[src/scmc_pkg.sv]
// Purpose: shared constants and types for the system clock / mode control
// Assumes: APB slave with 32-bit data, one aligned word per register
// Notes: all offsets, writable field positions and register reset values live here
package scmc_pkg;

	// register byte addresses
	localparam logic [7:0] ADDR_MODE_CTRL = 8'h00; // mode_control_register
	localparam logic [7:0] ADDR_SYS_CTRL = 8'h04; // idle clock / pll bits
	localparam logic [7:0] ADDR_STATUS = 8'h08; // operating mode, read only
	localparam logic [7:0] ADDR_CONFIG = 8'h0C; // configuration options

	// mode_control_register fields
	localparam int MC_HI_LO_CLOCK_SELECT_BIT = 0; // hi_lo_clock_select
	localparam int MC_IDLE_ON_HALT_ENABLE_BIT = 1; // idle_on_halt_enable
	localparam int MC_FSTEN_BIT = 4; // fast wake enable
	localparam int MC_DIV_LSB = 5; // divider_select lsb
	localparam logic [7:0] MC_RESET = 8'h03;
	localparam logic [7:0] MC_WMASK = 8'hF3;

	// system control fields
	localparam int SC_FSYS_BIT = 0; // sysclk_in_idle_enable
	localparam int SC_LVD_BIT = 1; // low_voltage_detect_enable
	localparam int SC_WDT_BIT = 2; // watchdog enable
	localparam int SC_PLL_BIT = 3; // pll bypass bit
	localparam int SC_USB_BIT = 4; // usb_clock_enable
	localparam int SC_16M_BIT = 5; // sysclk_16mhz_select
	localparam logic [7:0] SC_RESET = 8'h00;

	// configuration option fields
	localparam int CF_HOSC_BIT = 0; // 1: crystal, 0: internal rc
	localparam int CF_LOSC_BIT = 1; // low path: 1 crystal, 0 rc
	localparam int CF_SUB_BIT = 2; // substitute clock: 1 crystal
	localparam int CF_TBC_BIT = 3; // time base clock: 1 crystal
	localparam int CF_NOTBC_BIT = 4; // variant without time base clock
	localparam logic [7:0] CF_RESET = 8'h00;

	// divider
	localparam int DIV_W = 6; // counts up to a ratio of 64
	localparam logic [DIV_W-1:0] DIV_RESET = 6'h00;

	// operating modes
	typedef enum logic [2:0] {
		MODE_NORMAL,
		MODE_SLOW,
		MODE_IDLE_STOP,
		MODE_IDLE_RUN,
		MODE_DEEP_SLEEP,
		MODE_LIGHT_SLEEP
	} scmc_mode_t;

	// clock enables bundled toward the rest of the chip
	typedef struct packed {
		logic cpu; // cpu clock runs
		logic sys; // system clock to peripherals
		logic sub; // substitute clock runs
		logic tbc; // time base clock runs
		logic hosc; // high speed oscillator enabled
	} scmc_gate_t;

	localparam scmc_gate_t GATE_RESET = 5'h1F;

endpackage : scmc_pkg

[src/scmc_div.sv]
// Purpose: free-running divider of the high speed clock
// Assumes: i_clk_h is an in-domain enable-style clock level
// Notes: taps give /2 to /64 by counter bits
`timescale 1ns/1ps
module scmc_div (
	input wire logic i_mclk,
	input wire logic i_nrst,
	input wire logic i_clk_h,
	input wire logic i_run,
	output logic [5:0] o_taps
);
	logic prev_ff; // last level of the source
	logic [scmc_pkg::DIV_W-1:0] cnt_ff; // ripple count on source edges
	logic [scmc_pkg::DIV_W-1:0] nxt_cnt;
	wire rise = i_clk_h & ~prev_ff; // source rising edge

	// stopped oscillator freezes the count, which also saves power
	assign nxt_cnt = !i_run ? cnt_ff :
		(rise ? cnt_ff + 6'h01 : cnt_ff);

	// edge memory and count
	always_ff @(posedge i_mclk or negedge i_nrst) begin
		if (!i_nrst) begin
			prev_ff <= 1'b0;
			cnt_ff <= scmc_pkg::DIV_RESET;
		end else begin
			prev_ff <= i_clk_h;
			cnt_ff <= nxt_cnt;
		end
	end

	// bit k toggles every 2^k source edges... at ratio 2^(k+1)
	assign o_taps = cnt_ff;
endmodule : scmc_div

[src/scmc_top.sv]
// Purpose: system clock source selection and low power mode control
// Assumes: oscillators arrive as sampled levels on i_mclk
// Notes: clocks out are levels derived from sampled sources
// Summary of operation
// - sysclock from high or low path
// - high source: crystal, pll or rc
// - divided high clock, ratios two to 64
// - substitute and time base source by option
// - substitute clock used right after wake
// - going to low path stops high oscillator
// - substitute clock offered to watchdog
// - time base clock to timers, else low
// - six modes: normal, slow, four halted
// - normal runs high clock divided 1 to 64
// - slow runs low clock, high off
// - halt, idle off: deep sleep stops substitute
// - low voltage detect set blocks deep sleep
// - detect or watchdog on gives light sleep
// - idle, sysclock off: oscillator stops, sub on
// - idle stopped: cpu off, peripherals alive
// - idle running: system clock keeps peripherals
// - divider codes: low, then /64 to /2
// - hi select gives undivided high clock
// - high clock chosen by pll, usb, 16 MHz bits
//
// The register offsets and the APB slave port were left to the implementer.
`timescale 1ns/1ps
module scmc_top (
	input wire logic i_mclk,
	input wire logic i_nrst,
	input wire logic i_psel,
	input wire logic i_penable,
	input wire logic i_pwrite,
	input wire logic [7:0] i_paddr,
	input wire logic [31:0] i_pwdata,
	output logic [31:0] o_prdata,
	output logic o_pready,
	output logic o_pslverr,
	input wire logic i_hxt, // high_speed_crystal level
	input wire logic i_high_speed_internal_rc, // high_speed_internal_rc level
	input wire logic i_pll_16m, // pll 16 MHz output
	input wire logic i_pll_usb, // pll 6 or 12 MHz output
	input wire logic i_lxt, // low_speed_crystal level
	input wire logic i_low_speed_internal_rc, // low_speed_internal_rc level
	input wire logic i_halt, // halt instruction executed, pulse
	input wire logic i_wake, // wake-up event, pulse
	input wire logic i_hosc_ready, // high oscillator stable after wake
	output logic o_sys_clk, // system clock level
	output logic o_sub_clk, // substitute clock, also watchdog source
	output logic o_tbc_clk, // time base clock to timers
	output logic o_fast_wake, // running on substitute after wake
	output logic o_wdt_enable, // watchdog function allowed
	output scmc_pkg::scmc_gate_t o_gate, // clock enables
	output scmc_pkg::scmc_mode_t o_mode // current operating mode
);
	logic [7:0] mc_ff; // mode_control_register
	logic [7:0] sc_ff; // system control bits
	logic [7:0] cf_ff; // configuration options
	scmc_pkg::scmc_mode_t mode_ff;
	scmc_pkg::scmc_mode_t nxt_mode;
	logic fast_ff; // substitute clock stands in after wake
	logic nxt_fast;
	logic sys_ff, sub_ff, tbc_ff; // registered clock outputs
	scmc_pkg::scmc_gate_t gate_ff;
	scmc_pkg::scmc_gate_t nxt_gate;
	logic [31:0] rdata_ff;
	logic [31:0] nxt_rdata;

	// field views
	wire hi_lo_clock_select = mc_ff[scmc_pkg::MC_HI_LO_CLOCK_SELECT_BIT];
	wire idle_on_halt_enable = mc_ff[scmc_pkg::MC_IDLE_ON_HALT_ENABLE_BIT];
	wire fsten = mc_ff[scmc_pkg::MC_FSTEN_BIT];
	wire [2:0] divsel = mc_ff[scmc_pkg::MC_DIV_LSB +: 3];
	wire sysclk_in_idle_enable = sc_ff[scmc_pkg::SC_FSYS_BIT];
	wire low_voltage_detect_enable = sc_ff[scmc_pkg::SC_LVD_BIT];
	wire wdten = sc_ff[scmc_pkg::SC_WDT_BIT];
	wire pll = sc_ff[scmc_pkg::SC_PLL_BIT];
	wire usben = sc_ff[scmc_pkg::SC_USB_BIT];
	wire sel16 = sc_ff[scmc_pkg::SC_16M_BIT];

	// apb decode: zero wait states, unmapped address errors
	wire acc = i_psel & i_penable;
	wire hit_mc = i_paddr == scmc_pkg::ADDR_MODE_CTRL;
	wire hit_sc = i_paddr == scmc_pkg::ADDR_SYS_CTRL;
	wire hit_st = i_paddr == scmc_pkg::ADDR_STATUS;
	wire hit_cf = i_paddr == scmc_pkg::ADDR_CONFIG;
	wire mapped = hit_mc | hit_sc | hit_st | hit_cf;
	wire wr = acc & i_pwrite & mapped;
	assign o_pready = 1'b1;
	assign o_pslverr = acc & ~mapped;

	// high oscillator source by option and control bits
	wire hosc = cf_ff[scmc_pkg::CF_HOSC_BIT] ? i_hxt : i_high_speed_internal_rc;
	wire use_osc = pll | (~usben & ~sel16);
	wire clk_h = use_osc ? hosc :
		(sel16 ? i_pll_16m : i_pll_usb);
	wire clk_l = cf_ff[scmc_pkg::CF_LOSC_BIT] ? i_lxt : i_low_speed_internal_rc;
	wire clk_sub = cf_ff[scmc_pkg::CF_SUB_BIT] ? i_lxt : i_low_speed_internal_rc;
	wire clk_tbc_src = cf_ff[scmc_pkg::CF_NOTBC_BIT] ? clk_l :
		(cf_ff[scmc_pkg::CF_TBC_BIT] ? i_lxt : i_low_speed_internal_rc);

	// low path chosen means high oscillator is off
	wire low_path = ~hi_lo_clock_select & (divsel[2:1] == 2'b00);
	wire [5:0] taps;
	scmc_div u_div (
		.i_mclk(i_mclk),
		.i_nrst(i_nrst),
		.i_clk_h(clk_h),
		.i_run(gate_ff.hosc),
		.o_taps(taps)
	);
	// code 010 -> /64 (tap 5) ... 111 -> /2 (tap 0)
	wire [2:0] tap_idx = 3'd7 - divsel;
	wire div_clk = taps[tap_idx];
	wire sel_clk = hi_lo_clock_select ? clk_h :
		(low_path ? clk_l : div_clk);

	// halt decode into the four stopped modes
	wire deep_ok = ~low_voltage_detect_enable & ~wdten;
	wire halted = (mode_ff == scmc_pkg::MODE_NORMAL) |
		(mode_ff == scmc_pkg::MODE_SLOW);
	wire slow_now = low_path;

	// next mode
	always_comb begin
		nxt_mode = mode_ff;
		nxt_fast = fast_ff;
		if (halted) begin
			nxt_mode = slow_now ? scmc_pkg::MODE_SLOW :
				scmc_pkg::MODE_NORMAL;
			if (fast_ff && (i_hosc_ready || slow_now)) begin
				nxt_fast = 1'b0; // original oscillator stable
			end
			if (i_halt) begin
				if (!idle_on_halt_enable) begin
					nxt_mode = deep_ok ?
						scmc_pkg::MODE_DEEP_SLEEP :
						scmc_pkg::MODE_LIGHT_SLEEP;
				end else if (!sysclk_in_idle_enable) begin
					nxt_mode = scmc_pkg::MODE_IDLE_STOP;
				end else begin
					nxt_mode = scmc_pkg::MODE_IDLE_RUN;
				end
			end
		end else if (i_wake) begin
			nxt_mode = slow_now ? scmc_pkg::MODE_SLOW :
				scmc_pkg::MODE_NORMAL;
			// substitute stand-in only where it kept running
			nxt_fast = fsten & ~slow_now &
				((mode_ff == scmc_pkg::MODE_LIGHT_SLEEP) |
				(mode_ff == scmc_pkg::MODE_IDLE_STOP));
		end
	end

	// clock gates per mode
	always_comb begin
		nxt_gate = '0;
		unique case (nxt_mode)
			scmc_pkg::MODE_NORMAL: begin
				nxt_gate = 5'h1F;
			end
			scmc_pkg::MODE_SLOW: begin
				nxt_gate = 5'h1E;
			end
			scmc_pkg::MODE_IDLE_STOP: begin
				nxt_gate.sub = 1'b1;
				nxt_gate.tbc = 1'b1;
			end
			scmc_pkg::MODE_IDLE_RUN: begin
				nxt_gate.sys = 1'b1;
				nxt_gate.sub = 1'b1;
				nxt_gate.tbc = 1'b1;
				nxt_gate.hosc = ~slow_now;
			end
			scmc_pkg::MODE_DEEP_SLEEP: begin
				nxt_gate = '0;
			end
			scmc_pkg::MODE_LIGHT_SLEEP: begin
				nxt_gate.sub = 1'b1;
			end
		endcase
	end

	// mode and gate state
	always_ff @(posedge i_mclk or negedge i_nrst) begin
		if (!i_nrst) begin
			mode_ff <= scmc_pkg::MODE_NORMAL;
			fast_ff <= 1'b0;
			gate_ff <= scmc_pkg::GATE_RESET;
		end else begin
			mode_ff <= nxt_mode;
			fast_ff <= nxt_fast;
			gate_ff <= nxt_gate;
		end
	end

	// registered clock levels; stand-in uses substitute after wake
	always_ff @(posedge i_mclk or negedge i_nrst) begin
		if (!i_nrst) begin
			sys_ff <= 1'b0;
			sub_ff <= 1'b0;
			tbc_ff <= 1'b0;
		end else begin
			sys_ff <= gate_ff.sys & (fast_ff ? clk_sub : sel_clk);
			sub_ff <= gate_ff.sub & clk_sub;
			tbc_ff <= gate_ff.tbc & clk_tbc_src;
		end
	end

	// register writes
	always_ff @(posedge i_mclk or negedge i_nrst) begin
		if (!i_nrst) begin
			mc_ff <= scmc_pkg::MC_RESET;
			sc_ff <= scmc_pkg::SC_RESET;
			cf_ff <= scmc_pkg::CF_RESET;
		end else if (wr) begin
			if (hit_mc) mc_ff <= i_pwdata[7:0] & scmc_pkg::MC_WMASK;
			if (hit_sc) sc_ff <= {2'b00, i_pwdata[5:0]};
			if (hit_cf) cf_ff <= {3'b000, i_pwdata[4:0]};
		end
	end

	// read mux, mode_control bits 3/2 show oscillator states
	always_comb begin
		nxt_rdata = 32'h0000_0000;
		if (hit_mc) nxt_rdata[7:0] = mc_ff |
			{4'h0, gate_ff.sub, gate_ff.hosc & ~fast_ff, 2'b00};
		if (hit_sc) nxt_rdata[7:0] = sc_ff;
		if (hit_st) nxt_rdata[7:0] = {4'h0, fast_ff, mode_ff};
		if (hit_cf) nxt_rdata[7:0] = cf_ff;
	end

	// read data captured in setup so it is stable in access
	always_ff @(posedge i_mclk or negedge i_nrst) begin
		if (!i_nrst) begin
			rdata_ff <= 32'h0000_0000;
		end else if (i_psel & ~i_penable & ~i_pwrite) begin
			rdata_ff <= nxt_rdata;
		end
	end

	assign o_prdata = rdata_ff;
	assign o_sys_clk = sys_ff;
	assign o_sub_clk = sub_ff;
	assign o_tbc_clk = tbc_ff;
	assign o_fast_wake = fast_ff;
	assign o_wdt_enable = wdten & (mode_ff != scmc_pkg::MODE_DEEP_SLEEP);
	assign o_gate = gate_ff;
	assign o_mode = mode_ff;
endmodule : scmc_top

[config.mk]
export PLATFORM = sky130hd
export DESIGN_NAME = scmc_top
export DESIGN_NICKNAME = d
export VERILOG_FILES = /design/src/scmc_pkg.sv /design/src/scmc_div.sv /design/src/scmc_top.sv
export SDC_FILE = /design/constraint.sdc
export NUM_CORES = 1
export LEC_CHECK = 0
export ABC_CLOCK_PERIOD_IN_PS = 2200
export BUFFER_PORTS_ARGS = -buffer_cell sky130_fd_sc_hd__buf_2
export CORE_UTILIZATION = 40
export CTS_BUF_LIST = sky130_fd_sc_hd__clkbuf_8
export CTS_CLUSTER_DIAMETER = 150
export CTS_CLUSTER_SIZE = 12
export DETAILED_ROUTE_END_ITERATION = 7
export MAX_ROUTING_LAYER = met4
export PLACE_DENSITY = 0.69
export SYNTH_ARGS = -nofsm -noshare
export SYNTH_HDL_FRONTEND = slang
export SYNTH_SLANG_ARGS = --single-unit
[constraint.sdc]
create_clock -name i_mclk -period 2.2 [get_ports i_mclk]
set_input_delay 0.22 -clock i_mclk [delete_from_list [all_inputs] [get_ports i_mclk]]
set_output_delay 0.22 -clock i_mclk [all_outputs]
set_load 0.02 [all_outputs]
==> results.toml <==
[status]
status = "completed"

[final_layout]
stdcell_area_um2 = 2748
fin_nets = 325
syn2layout_area_growth_pct = 17.94
fillers = 539
drive_gt1_share_pct = 36.53
diodes = 0
final_util_pct = 49.29

[synthesis]
postSynthAreaPerCell_um2 = 10.99
synth.top_cell.area_share_pct = 39.74
synth_cells = 212
synth_cell_type_count = 42
ys_warn_count = 0
synth_edf_count = 0
yosysMostFrequentCell = "dfrtp_1"
ys_top_cells_by_area = "dfrtp_1 (40%), mux2_2 (9.7%), buf_4 (8.4%), dfstp_2 (7.9%), mux2i_1 (5.2%)"
synth-async-reset-ratio_pct = 100.0
synth_top_cell_by_area = "dfrtp_1"
synth_ff_type = "dfrtp_1"
ys_top_cells_by_count = "dfrtp_1 (37), buf_4 (26), mux2_2 (20), nand2_1 (15)"
syn_area_um2 = 2330
ys_ff_latch = 44
synth_seq_area_share_pct = 47.64

[clocking]
cts_hold_buf = 1
htree_levels = 2
cts_resized = 0
cts_buffers = 5
insertion_delay_ns = 0.30
cts_sinks = 44
cts_tree = "built"
clk_pin_slew_worst_paths_ns = 0.08
root_buffer = "clkbuf_8"
cts_buffer_depth = 2
cts_setup_buffers = 0

[power_and_ir_drop]
peakVddDrop_v = 0.0002801
power_leakage_nw = 1.360
total_power_mw = 1.929
powerDensity_nw_per_um2 = 702.0

[setup_path]
critPathMaxFanout = 6
startpoint_type = "input pin"
crit_path_end_kind = "flop"
crit_start = "i_paddr[7]"
r2r_end = "o_gate[2]"
critPathRequiredTime_ns = 2.39
worst_ep_arrival_time_ns = 2.14
r2r_cells = 4
reg2reg_slack_ns = 0.58
worstReg2RegStart = "mc_ff[1]"
worst-setup-path-type = "in2reg"

[place]
routabilityCongestion = 0.8095
place_area_um2 = 2611
dp_hpwl_um = 3740
post-place-ws_ns = -0.05204
io_buffers = 51

[global_routing]
track_usage_pct = 17.48
first_global_vias = 1639
antenna_found_initial = 0
grt_pass1_wl_um = 7790
grt_max_degree = 23
globalRoute.totalOverflow = 0

[route]
viasPerCell = 4.910
dr.first_iter.drc_count = 60
dr.pass1.iters = 4
routed_wl_um = 4754
drt-wirelength-per-cell_um = 13.86
ant_nets = 0
num_vias = 1684
drc = 0

[timing]
timing.final.ws_setup_ns = 0.2513
final_max_slew_viol_count = 0
skew_ns = 0.007646
final.period_utilization_pct = 88.58
setup_viol = 0
fmax_mhz = 513.2
period_needed_ns = 1.949
hold_viol = 0
rsz0062_at_grt = "false"

[min_path]
hold_depth = 2
worst_hold_path.endpoint = "mc_ff[7]"
hp-start = "i_pwdata[7]"
hp-class = "in2reg"

[job]
cap_violations = 0

[die]
row_count = 27
dieArea_um2 = 6133
pin_count = 101
coreArea_um2 = 5574
die_h_um = 78.32
start_util_pct = 41.80
die_x_um = 78.32
critical path, stage by stage:
cell	delay, ns
buf_2	0.09
or4_1	0.53
or4_1	0.52
buf_4	0.19
nor2_2	0.09
buf_4	0.16
mux2_2	0.34
report_power, final:
group,switching [mW],internal [mW]
sequential,0.0655,0.883
combinational,0.188,0.129
clock,0.263,0.400
total,0.517,1.41
flip-flops by register name, indices dropped and copies added (netlist names):
signal	cells
cf_ff	5
mc_ff	6
o_fast_wake	1
o_gate	5
o_mode	3
o_prdata	8
o_sub_clk	1
o_sys_clk	1
o_tbc_clk	1
sc_ff	6
u_div.o_taps	6
u_div.prev_ff	1
layer usage:
metal	vias up	share of wire, %	track usage [%]
met5	-	0	-
met4	0	1.6	7.407
met3	7	5.0	4.070
met2	63	47	27.11
met1	802	47	21.96
li1	812	-	-
worst max path at each step:
stage / cells past startpoint / to
final: 7 / sc_ff[2]
after global routing: 7 / sc_ff[4]
after CTS: 7 / sc_ff[2]
after detailed placement: 7 / sc_ff[2]
after global placement: 7 / sc_ff[2]
after floorplan: 5 / mc_ff[4]
metrics by stage:
step	setup TNS [ns]	hold slack, ns	cells
final	0	0.1534	343
after detailed placement	-0.2429	0.09052	334
after global placement	-0.2229	0.09316	334
after floorplan	0	-0.07559	235
after CTS	0	0.1437	343
after global routing	0	0.1487	343
kinds of logic after synthesis:
family	count (synthesis)	share of synthesized area, %
AOI/OAI and AO/OA	26	7.842
other	2	0.3224
muxes	35	17.72
xor gates and xnor gates	5	1.880
DFF	44	47.64
and+or+nand+nor	56	12.89
buffers and inverters	43	11.17
adders and majority gates	1	0.5370
placed cells by master, fill, tap and decap left out, types with 2 or more instances in the layout:
cell type   n
dfrtp_1    37
o31ai_1     2
nand4_1     4
mux4_2      3
nor2_1      7
dfstp_2     7
buf_4       6
clkbuf_8    7
inv_1      12
xnor2_1     5
mux2i_1    12
nor3_1      4
and2_1      3
mux2_2     20
a21o_1      2
buf_2      51
nor2b_1     4
conb_1     25
and3_1      3
nand3_1     7
a21oi_1     2
o21ai_0     8
o41ai_1     3
or4_1       2
nand2_1    15
area by class of cell:
cell class	count	area [um2]	share of cell area, %
well taps	72	90.09	3.279
inverters	12	45.04	1.639
flip-flops and latches	44	1110	40.39
multi-input cells	148	1046	38.07
clock buffers	7	96.34	3.506
clock inverters	1	30.03	1.093
repair buffers	59	330.3	12.02
(Power assumes the default switching activity.)
